**config.mk**
```make
export PLATFORM = sky130hd
export DESIGN_NAME = quad_wiper_setting_bank
export DESIGN_NICKNAME = d
export VERILOG_FILES = /design/src/quad_wiper_pkg.sv /design/src/saved_setting_store.sv /design/src/quad_wiper_setting_bank.sv
export SDC_FILE = /design/constraint.sdc
export NUM_CORES = 1
export LEC_CHECK = 0
export BUFFER_PORTS_ARGS = -buffer_cell sky130_fd_sc_hd__clkbuf_2
export CAP_MARGIN = 20
export CORE_MARGIN = 2
export CORE_UTILIZATION = 40
export DETAILED_ROUTE_END_ITERATION = 12
export PLACE_DENSITY = 0.69
export SETUP_SLACK_MARGIN = 0.3
export SLEW_MARGIN = 10
export SYNTH_ARGS = -nofsm -noshare
export SYNTH_HDL_FRONTEND = slang
export SYNTH_SLANG_ARGS = --single-unit
```
**constraint.sdc**
```tcl
create_clock -name clk -period 15.87 [get_ports clk]
set_input_delay 1.587 -clock clk [delete_from_list [all_inputs] [get_ports clk]]
set_output_delay 1.587 -clock clk [all_outputs]
set_load 0.02 [all_outputs]
```
**src/quad_wiper_pkg.sv**
```systemverilog
// Shared constants for the quad wiper setting bank.
// Assumes a single 20 MHz clock domain and a serial bus sampled as plain inputs.
package quad_wiper_pkg;

  localparam int CHANNELS   = 4;
  localparam int SLOTS      = 4;
  localparam int SETTING_W  = 6;
  localparam int TAPS       = 64;
  localparam int CH_W       = 2;
  localparam int SLOT_W     = 2;
  localparam int STORE_AW   = CH_W + SLOT_W;

  // Device type nibble of the slave address byte; value is arbitrary
  localparam logic [3:0] DEV_TYPE = 4'h5;

  // Slave address byte fields
  localparam int ADDR_TYPE_HI  = 7;
  localparam int ADDR_TYPE_LO  = 4;
  localparam int ADDR_STRAP_HI = 3;
  localparam int ADDR_STRAP_LO = 0;

  // Instruction byte fields: opcode, saved slot, channel
  localparam int INSTR_OP_HI   = 7;
  localparam int INSTR_OP_LO   = 4;
  localparam int INSTR_SLOT_HI = 3;
  localparam int INSTR_SLOT_LO = 2;
  localparam int INSTR_CH_HI   = 1;
  localparam int INSTR_CH_LO   = 0;

  // Data byte bit that picks the step direction in step mode
  localparam int STEP_UP_BIT = 0;

  // Instruction opcodes
  localparam logic [3:0] OP_READ_WIPER  = 4'h9;
  localparam logic [3:0] OP_WRITE_WIPER = 4'hA;
  localparam logic [3:0] OP_READ_SAVED  = 4'hB;
  localparam logic [3:0] OP_WRITE_SAVED = 4'hC;
  localparam logic [3:0] OP_RECALL      = 4'hD;
  localparam logic [3:0] OP_STORE       = 4'hE;
  localparam logic [3:0] OP_STEP        = 4'h2;

  // Reset values and the setting maximum
  localparam logic [SETTING_W-1:0] WIPER_RESET = 6'h00;
  localparam logic [SETTING_W-1:0] SAVED_BLANK = 6'h00;
  localparam logic [SETTING_W-1:0] SETTING_MAX = 6'h3F;

  // Byte position within a transfer
  localparam logic [1:0] BYTE_ADDR  = 2'h0;
  localparam logic [1:0] BYTE_INSTR = 2'h1;
  localparam logic [1:0] BYTE_DATA  = 2'h2;

  typedef enum logic [2:0] {
    ST_IDLE   = 3'b000,
    ST_RX     = 3'b001,
    ST_ACK    = 3'b010,
    ST_TX     = 3'b011,
    ST_TXACK  = 3'b100,
    ST_IGNORE = 3'b101
  } bus_state_t;

endpackage

```
**src/saved_setting_store.sv**
```systemverilog
// Saved wiper settings: four slots for each of four channels.
// Assumes eraseReset models a blank part; the normal reset leaves contents intact.
`timescale 1ns/100ps
module saved_setting_store
  import quad_wiper_pkg::*;
(
  input  wire logic                          clk,
  input  wire logic                          eraseReset,
  input  wire logic                          writeEn,
  input  wire logic [STORE_AW-1:0]           writeAddr,
  input  wire logic [SETTING_W-1:0]          writeData,
  input  wire logic [STORE_AW-1:0]           readAddr,
  output logic      [SETTING_W-1:0]          readData,
  output logic      [CHANNELS*SETTING_W-1:0] firstSlot
);

  logic [SETTING_W-1:0] mem_q [CHANNELS*SLOTS];

  always_ff @(posedge clk or posedge eraseReset)
  begin
    if (eraseReset)
    begin
      for (int i = 0; i < CHANNELS*SLOTS; i++)
      begin
        mem_q[i] <= SAVED_BLANK;
      end
    end
    else if (writeEn)
    begin
      mem_q[writeAddr] <= writeData;
    end
  end

  assign readData = mem_q[readAddr];

  // Slot 0 of each channel feeds the power-up recall
  for (genvar ch = 0; ch < CHANNELS; ch++)
  begin : g_first
    assign firstSlot[ch*SETTING_W +: SETTING_W] = mem_q[ch*SLOTS];
  end

endmodule

```
**src/quad_wiper_setting_bank.sv**
```systemverilog
// Four-channel wiper setting bank with serial two-wire slave port.
// Assumes scl and sda are synchronous to clk; the pad resolves sda from sdaOe.
`timescale 1ns/100ps

// Functional notes
// - Each of the four channels has its own 6-bit wiper setting that alone picks its tap.
// - Each channel has four 6-bit saved settings that keep their values across a normal reset.
// - Wiper and saved settings are written through transfers issued by the bus master.
// - After reset the first saved setting of every channel is copied into its wiper setting.
// - The write-allow input guards the saved settings against unintended programming.
// - Every one of the 64 codes of a wiper setting selects a distinct tap.
// - Four strap inputs form the bus address, strap bit 0 being the lowest address bit.
// - The device joins a transfer only when the sent address matches its straps, else ignores it.
// - The data line is only ever pulled low or released, never driven high.
// - All data moves in and out on edges of the master's serial clock.
// - With write-allow low saved writes are refused while wiper writes still succeed.
// - Instructions copy between a channel's wiper and its own saved settings, plus a step mode.
module quad_wiper_setting_bank
  import quad_wiper_pkg::*;
(
  input  wire logic                          clk,
  input  wire logic                          reset,
  input  wire logic                          eraseReset,
  input  wire logic                          sclIn,
  input  wire logic                          sdaIn,
  output logic                               sdaOut,
  output logic                               sdaOe,
  input  wire logic                          strapAddrBit0,
  input  wire logic                          strapAddrBit1,
  input  wire logic                          strapAddrBit2,
  input  wire logic                          strapAddrBit3,
  input  wire logic                          writeAllow,
  output logic      [CHANNELS*SETTING_W-1:0] wiperSetting,
  output logic      [CHANNELS*TAPS-1:0]      tapSelect
);

  bus_state_t           state_q;
  logic                 sclPrev_q;
  logic                 sdaPrev_q;
  logic [7:0]           shift_q;
  logic [2:0]           bitCnt_q;
  logic [1:0]           byteIdx_q;
  logic [7:0]           instr_q;
  logic                 ackPhase_q;
  logic                 sdaOe_q;
  logic                 readOp_q;
  logic [7:0]           txByte_q;
  logic [SETTING_W-1:0] readValue_q;
  logic                 recall_q;
  logic [SETTING_W-1:0] wiper_q [CHANNELS];
  logic [CHANNELS*TAPS-1:0] tapSelect_q;

  logic                 sclRise;
  logic                 sclFall;
  logic                 startCond;
  logic                 stopCond;
  logic                 byteDone;
  logic [7:0]           rxByte;
  logic [7:0]           instrByte;
  logic [3:0]           opcode;
  logic [CH_W-1:0]      chSel;
  logic [SLOT_W-1:0]    slotSel;
  logic [3:0]           strapAddr;
  logic                 addrMatch;
  logic                 ackByte;
  logic                 startRead;
  logic                 wiperWe;
  logic [SETTING_W-1:0] wiperWdata;
  logic                 savedWe;
  logic [SETTING_W-1:0] savedWdata;
  logic [SETTING_W-1:0] savedRdata;
  logic [SETTING_W-1:0] readValue;
  logic [SETTING_W-1:0] curWiper;
  logic [CHANNELS*SETTING_W-1:0] firstSlot;

  // Bus line edges and conditions
  assign sclRise   = sclIn & ~sclPrev_q;
  assign sclFall   = ~sclIn & sclPrev_q;
  assign startCond = sclIn & sclPrev_q & sdaPrev_q & ~sdaIn;
  assign stopCond  = sclIn & sclPrev_q & ~sdaPrev_q & sdaIn;

  assign rxByte    = {shift_q[6:0], sdaIn};
  assign byteDone  = (state_q == ST_RX) && sclRise && (bitCnt_q == 3'd7);
  assign instrByte = (byteIdx_q == BYTE_INSTR) ? rxByte : instr_q;
  assign opcode    = instrByte[INSTR_OP_HI:INSTR_OP_LO];
  assign chSel     = instrByte[INSTR_CH_HI:INSTR_CH_LO];
  assign slotSel   = instrByte[INSTR_SLOT_HI:INSTR_SLOT_LO];
  assign curWiper  = wiper_q[chSel];

  assign strapAddr = {strapAddrBit3, strapAddrBit2, strapAddrBit1, strapAddrBit0};
  assign addrMatch = (rxByte[ADDR_TYPE_HI:ADDR_TYPE_LO] == DEV_TYPE)
                  && (rxByte[ADDR_STRAP_HI:ADDR_STRAP_LO] == strapAddr);

  assign readValue = (opcode == OP_READ_WIPER) ? curWiper : savedRdata;

  // Per-byte decode: acknowledge and register actions
  always_comb
  begin
    ackByte    = 1'b0;
    startRead  = 1'b0;
    wiperWe    = 1'b0;
    wiperWdata = rxByte[SETTING_W-1:0];
    savedWe    = 1'b0;
    savedWdata = rxByte[SETTING_W-1:0];
    if (byteDone)
    begin
      case (byteIdx_q)
        BYTE_ADDR:
        begin
          ackByte = addrMatch;
        end
        BYTE_INSTR:
        begin
          case (opcode)
            OP_READ_WIPER, OP_READ_SAVED:
            begin
              ackByte   = 1'b1;
              startRead = 1'b1;
            end
            OP_WRITE_WIPER, OP_WRITE_SAVED, OP_STEP:
            begin
              ackByte = 1'b1;
            end
            OP_RECALL:
            begin
              ackByte    = 1'b1;
              wiperWe    = 1'b1;
              wiperWdata = savedRdata;
            end
            OP_STORE:
            begin
              ackByte    = writeAllow;
              savedWe    = writeAllow;
              savedWdata = curWiper;
            end
            default:
            begin
              ackByte = 1'b0;
            end
          endcase
        end
        default:
        begin
          case (opcode)
            OP_WRITE_WIPER:
            begin
              ackByte = 1'b1;
              wiperWe = 1'b1;
            end
            OP_WRITE_SAVED:
            begin
              ackByte = writeAllow;
              savedWe = writeAllow;
            end
            OP_STEP:
            begin
              ackByte = 1'b1;
              wiperWe = 1'b1;
              if (rxByte[STEP_UP_BIT])
              begin
                wiperWdata = (curWiper == SETTING_MAX) ? curWiper : curWiper + 6'h01;
              end
              else
              begin
                wiperWdata = (curWiper == WIPER_RESET) ? curWiper : curWiper - 6'h01;
              end
            end
            default:
            begin
              ackByte = 1'b0;
            end
          endcase
        end
      endcase
    end
  end

  // Line history for edge detection
  always_ff @(posedge clk or posedge reset)
  begin
    if (reset)
    begin
      sclPrev_q <= 1'b1;
      sdaPrev_q <= 1'b1;
    end
    else
    begin
      sclPrev_q <= sclIn;
      sdaPrev_q <= sdaIn;
    end
  end

  // Serial transfer engine
  always_ff @(posedge clk or posedge reset)
  begin
    if (reset)
    begin
      state_q     <= ST_IDLE;
      shift_q     <= 8'h00;
      bitCnt_q    <= 3'd0;
      byteIdx_q   <= BYTE_ADDR;
      instr_q     <= 8'h00;
      ackPhase_q  <= 1'b0;
      sdaOe_q     <= 1'b0;
      readOp_q    <= 1'b0;
      txByte_q    <= 8'h00;
      readValue_q <= WIPER_RESET;
    end
    else if (startCond)
    begin
      state_q    <= ST_RX;
      bitCnt_q   <= 3'd0;
      byteIdx_q  <= BYTE_ADDR;
      ackPhase_q <= 1'b0;
      sdaOe_q    <= 1'b0;
    end
    else if (stopCond)
    begin
      state_q <= ST_IDLE;
      sdaOe_q <= 1'b0;
    end
    else
    begin
      case (state_q)
        ST_RX:
        begin
          if (sclRise)
          begin
            shift_q  <= rxByte;
            bitCnt_q <= bitCnt_q + 3'd1;
            if (bitCnt_q == 3'd7)
            begin
              if (ackByte)
              begin
                state_q    <= ST_ACK;
                ackPhase_q <= 1'b0;
                readOp_q   <= startRead;
                if (byteIdx_q == BYTE_INSTR)
                begin
                  instr_q     <= rxByte;
                  readValue_q <= readValue;
                end
              end
              else
              begin
                state_q <= ST_IGNORE;
              end
            end
          end
        end
        ST_ACK:
        begin
          if (sclFall)
          begin
            if (!ackPhase_q)
            begin
              sdaOe_q    <= 1'b1;
              ackPhase_q <= 1'b1;
            end
            else
            begin
              ackPhase_q <= 1'b0;
              bitCnt_q   <= 3'd0;
              if (byteIdx_q != BYTE_DATA)
              begin
                byteIdx_q <= byteIdx_q + 2'd1;
              end
              if (readOp_q)
              begin
                state_q  <= ST_TX;
                txByte_q <= {2'b00, readValue_q};
                sdaOe_q  <= 1'b1;
              end
              else
              begin
                state_q <= ST_RX;
                sdaOe_q <= 1'b0;
              end
            end
          end
        end
        ST_TX:
        begin
          if (sclFall)
          begin
            if (bitCnt_q == 3'd7)
            begin
              state_q <= ST_TXACK;
              sdaOe_q <= 1'b0;
            end
            else
            begin
              bitCnt_q <= bitCnt_q + 3'd1;
              sdaOe_q  <= ~txByte_q[6];
              txByte_q <= {txByte_q[6:0], 1'b0};
            end
          end
        end
        ST_TXACK:
        begin
          if (sclRise)
          begin
            if (sdaIn)
            begin
              state_q <= ST_IGNORE;
            end
            else
            begin
              ackPhase_q <= 1'b1;
            end
          end
          else if (sclFall && ackPhase_q)
          begin
            ackPhase_q <= 1'b0;
            state_q    <= ST_TX;
            bitCnt_q   <= 3'd0;
            txByte_q   <= {2'b00, readValue_q};
            sdaOe_q    <= 1'b1;
          end
        end
        ST_IDLE, ST_IGNORE:
        begin
          sdaOe_q <= 1'b0;
        end
        default:
        begin
          state_q <= ST_IDLE;
          sdaOe_q <= 1'b0;
        end
      endcase
    end
  end

  // Wiper settings with power-up recall
  always_ff @(posedge clk or posedge reset)
  begin
    if (reset)
    begin
      recall_q <= 1'b1;
      for (int ch = 0; ch < CHANNELS; ch++)
      begin
        wiper_q[ch] <= WIPER_RESET;
      end
    end
    else if (recall_q)
    begin
      recall_q <= 1'b0;
      for (int ch = 0; ch < CHANNELS; ch++)
      begin
        wiper_q[ch] <= firstSlot[ch*SETTING_W +: SETTING_W];
      end
    end
    else if (wiperWe)
    begin
      wiper_q[chSel] <= wiperWdata;
    end
  end

  // One-hot tap select per channel
  for (genvar ch = 0; ch < CHANNELS; ch++)
  begin : g_tap
    always_ff @(posedge clk or posedge reset)
    begin
      if (reset)
      begin
        tapSelect_q[ch*TAPS +: TAPS] <= {{(TAPS-1){1'b0}}, 1'b1};
      end
      else
      begin
        tapSelect_q[ch*TAPS +: TAPS] <= {{(TAPS-1){1'b0}}, 1'b1} << wiper_q[ch];
      end
    end
    assign wiperSetting[ch*SETTING_W +: SETTING_W] = wiper_q[ch];
  end

  saved_setting_store u_store (
    .clk        (clk),
    .eraseReset (eraseReset),
    .writeEn    (savedWe),
    .writeAddr  ({chSel, slotSel}),
    .writeData  (savedWdata),
    .readAddr   ({chSel, slotSel}),
    .readData   (savedRdata),
    .firstSlot  (firstSlot)
  );

  assign sdaOut    = 1'b0;
  assign sdaOe     = sdaOe_q;
  assign tapSelect = tapSelect_q;

endmodule

```
==> summary.md <==
| Metric | Value |
|---|---|
| Post-Layout Cell Count | 2336 |
| Worst setup EP type | flop |
| Max Used Layer | met4 |
| Most frequent cell after synthesis | dfrtp_1 |
| Total track usage | 0.2075 |
| Peak VDD IR | 57.91 uV |
| CTS sink cnt | 418 |
| Hold_ws | 478.8 ps |
| # diodes | 0 |
| CP cell instances | inv_1 > ha_1 > mux2i_4 > mux4_2 > inv_1 > ha_1 > nand2_1 > nor4_2 > nor4_1 > nor4b_2 > a221oi_1 |
| Finished Core Util | 0.4809 |
| Yosys top cell area share | 0.5964 |
| PD cells | 118.1 nW/um^2 |
| Detailed router's first-iteration violation count | 1448 |
| Crit path DAT | 4890 ps |
| Dpl cell area | 19070 um^2 |
| Final Critical Period | 4514 ps |
| Core area | 42790 um^2 |
| Design area | 20580 um^2 |
| Synth Instances | 1501 |
| Max Cap Violations | 0 |
| Synth Register Bits | 418 |
| I/O Buffers | 290 |
| Mapped Area | 17250 um^2 |
| Dpl ws | 10970 ps |
| Final setup viols | 0 |
| CTS Hold Bufs | 0 |
| Post-Route Setup TNS | 0 ps |
| Initial antenna violation count | 0 |
| Fin. max-slew vios | 0 |
| Final period utilization | 0.2844 |
| Synth top area cells | dfrtp_1 60%, mux2_2 6.7%, nor2_1 6.5% |
| Vias per inst | 5.458 |
| Main synth FF type | dfrtp_1 |
| Delay of the slowest cell on the worst path | 760 ps |
| Initial Util | 0.4030 |
| Status | finished clean |
| Setup Skew | 15.52 ps |
| Crit path kind | flop to flop |
| Min-Delay Path Class | flop to flop |
| DRC Markers | 0 |
| Yosys Warn Count | 0 |
| Syn avg cell area | 11.49 um^2 |
| Chip Height | 211.6 um |
| GPL Wtd Cong | 0.9013 |
| H-tree levels | 2 |
| Layout cells sized above 1 | 0.3089 |
| Synth Area in Adders | 0.005804 |
| Nets | 1776 |
| DIE AREA | 44790 um^2 |
| Synth cell types | 72 |
| EDFF count, synth | 0 |
| Placed cell count | 2259 |
| Commonest cells post-synth | 411 x dfrtp_1, 298 x nor2_1, 128 x nand2_1, 103 x mux2_2, 65 x clkbuf_1 |
| Met2 WL | 22.85 mm |
| Die Width | 211.6 um |
| Clock-pin slew on the worst setup and hold paths | 70 ps |
| Clock latency at the later pin of the worst-skew pair | 550 ps |
| First-pass GRT wire length | 72.40 mm |
| Simple-gate portion of the synthesized area | 0.1633 |
| Crit path max fanout | 23 |
| Detailed Route WL | 46.86 mm |
| Post-Synth XOR/XNOR Area | 0.003555 |
| Area delta synth->final | 19.32% |
| Worst Max-Slew Pin Slew | 979.9 ps |
| Grt ovf | 0 |
| DRT antenna net count | 0 |
| Routed wl met3 | 3.055 mm |
| Worst path top cell family by delay | multiplexers |
| F_max | 221.5 MHz |
| Slew headroom | 0.3467 |
| Post-synthesis mux area share | 0.1246 |
| DPL Wire Length | 33.45 mm |
| Synth Area in Compound Gates | 0.06552 |
| Number of global-route vias before repair | 12380 |
| TritonCTS Buffers | 42 |
| Main combinational cell family by area after synthesis | simple AND/OR/NAND/NOR gates |
| Post-synth top area cell | dfrtp_1 |
| CTS tree | built |
| Setup bufs post-CTS | 0 |
| Post-CTS resize count | 0 |
| Power Total | 2.431 mW |
| Clock root cell | clkbuf_16 |
| Fin worst setup slack | 11360 ps |
| Cell Rows | 76 |
| Final Hold Vio Count | 0 |
| Sequential element share of the synthesized area | 0.6071 |
| Largest net degree at the start of global routing | 90 |
| TritonRoute pass-1 iters | 5 |
| Routed length per instance | 20.06 um |
| Crit path max-delay cell type | ha_1 |
| I/O pin count | 292 |
| Fraction of registers with async set/reset | 1.000 |
| Vias | 12750 |
| Critical path buffer and inverter count | 2 |
| Type of origin of the critical path | flop |
| Max Buffers Root-to-Sink | 3 |
| RSZ-0062 raised after global routing | false |
| M1 WL | 19.88 mm |
| Data required time at the worst endpoint | 16250 ps |
| Leak pwr | 10.04 nW |
==> cells in the final DEF, fill, tap and decap left out, types with 36 or more instances in the layout <==
cell,netlist,layout
mux2_2,103,103
nor2_1,298,298
clkbuf_16,0,43
nand2_1,128,128
o21ai_0,42,42
dfrtp_1,411,411
nor3_1,44,44
a21oi_1,36,36
clkbuf_2,0,290
==> tightest hold or removal path, cell delays in order (launching register included) <==
cell and delay, ps:
dfrtp_1 340, nand2_1 50, o21ai_0 60
==> kinds of logic after synthesis <==
group	after synthesis
DFF	418
and+or+nand+nor	624
adders and majority gates	8
buffers and inverters	119
other	1
muxes	158
AOI/OAI and AO/OA	166
xor gates and xnor gates	7
==> area by class of cell <==
cell class | count | area, um^2
clock inverter | 22 | 305.3
clock buffer | 54 | 1177
tap | 546 | 683.2
timing repair buffer | 301 | 1554
inverter | 30 | 121.4
sequential | 418 | 10470
fill | 3804 | 22210
multi-input combinational | 965 | 6267
==> power by group <==
part	switching [mW]	internal (mW)
combinational	0.172	0.0918
clock	0.421	0.629
sequential	0.0360	1.08
==> final timing paths <==
path                                          start                            end  slack [ps]  cells after the start
min reg2reg                 txByte_q[3]$_DFFE_PP0P_        txByte_q[3]$_DFFE_PP0P_         480                      2
min                         txByte_q[3]$_DFFE_PP0P_        txByte_q[3]$_DFFE_PP0P_         480                      2
min in group asynchronous                eraseReset  u_store.mem_q[56]$_DFFE_PP0P_        1090                      2
max reg2reg                byteIdx_q[1]$_DFFE_PP0P_    wiperSetting[0]$_DFFE_PP0P_       11360                     11
max in group asynchronous                     reset     readValue_q[2]$_DFFE_PP0P_       12500                      4
max                        byteIdx_q[1]$_DFFE_PP0P_    wiperSetting[0]$_DFFE_PP0P_       11360                     11
==> per-layer routing <==
metal / track usage / vias to the layer above
met1: 0.2886 / 6485
met2: 0.3396 / 533
li1: - / 5651
met3: 0.02967 / 81
met4: 0.06119 / 0
met5: 0 / -
==> state kept, by name, indices dropped and copies added (netlist names), 2 cells and up <==
register / flops
txByte_q: 7
u_store.firstSlot: 24
readValue_q: 6
bitCnt_q: 3
byteIdx_q: 2
wiperSetting: 24
shift_q: 7
instr_q: 8
state_q: 3
u_store.mem_q: 72
tapSelect: 256
No activity file was read; power rests on OpenSTA's default activity.
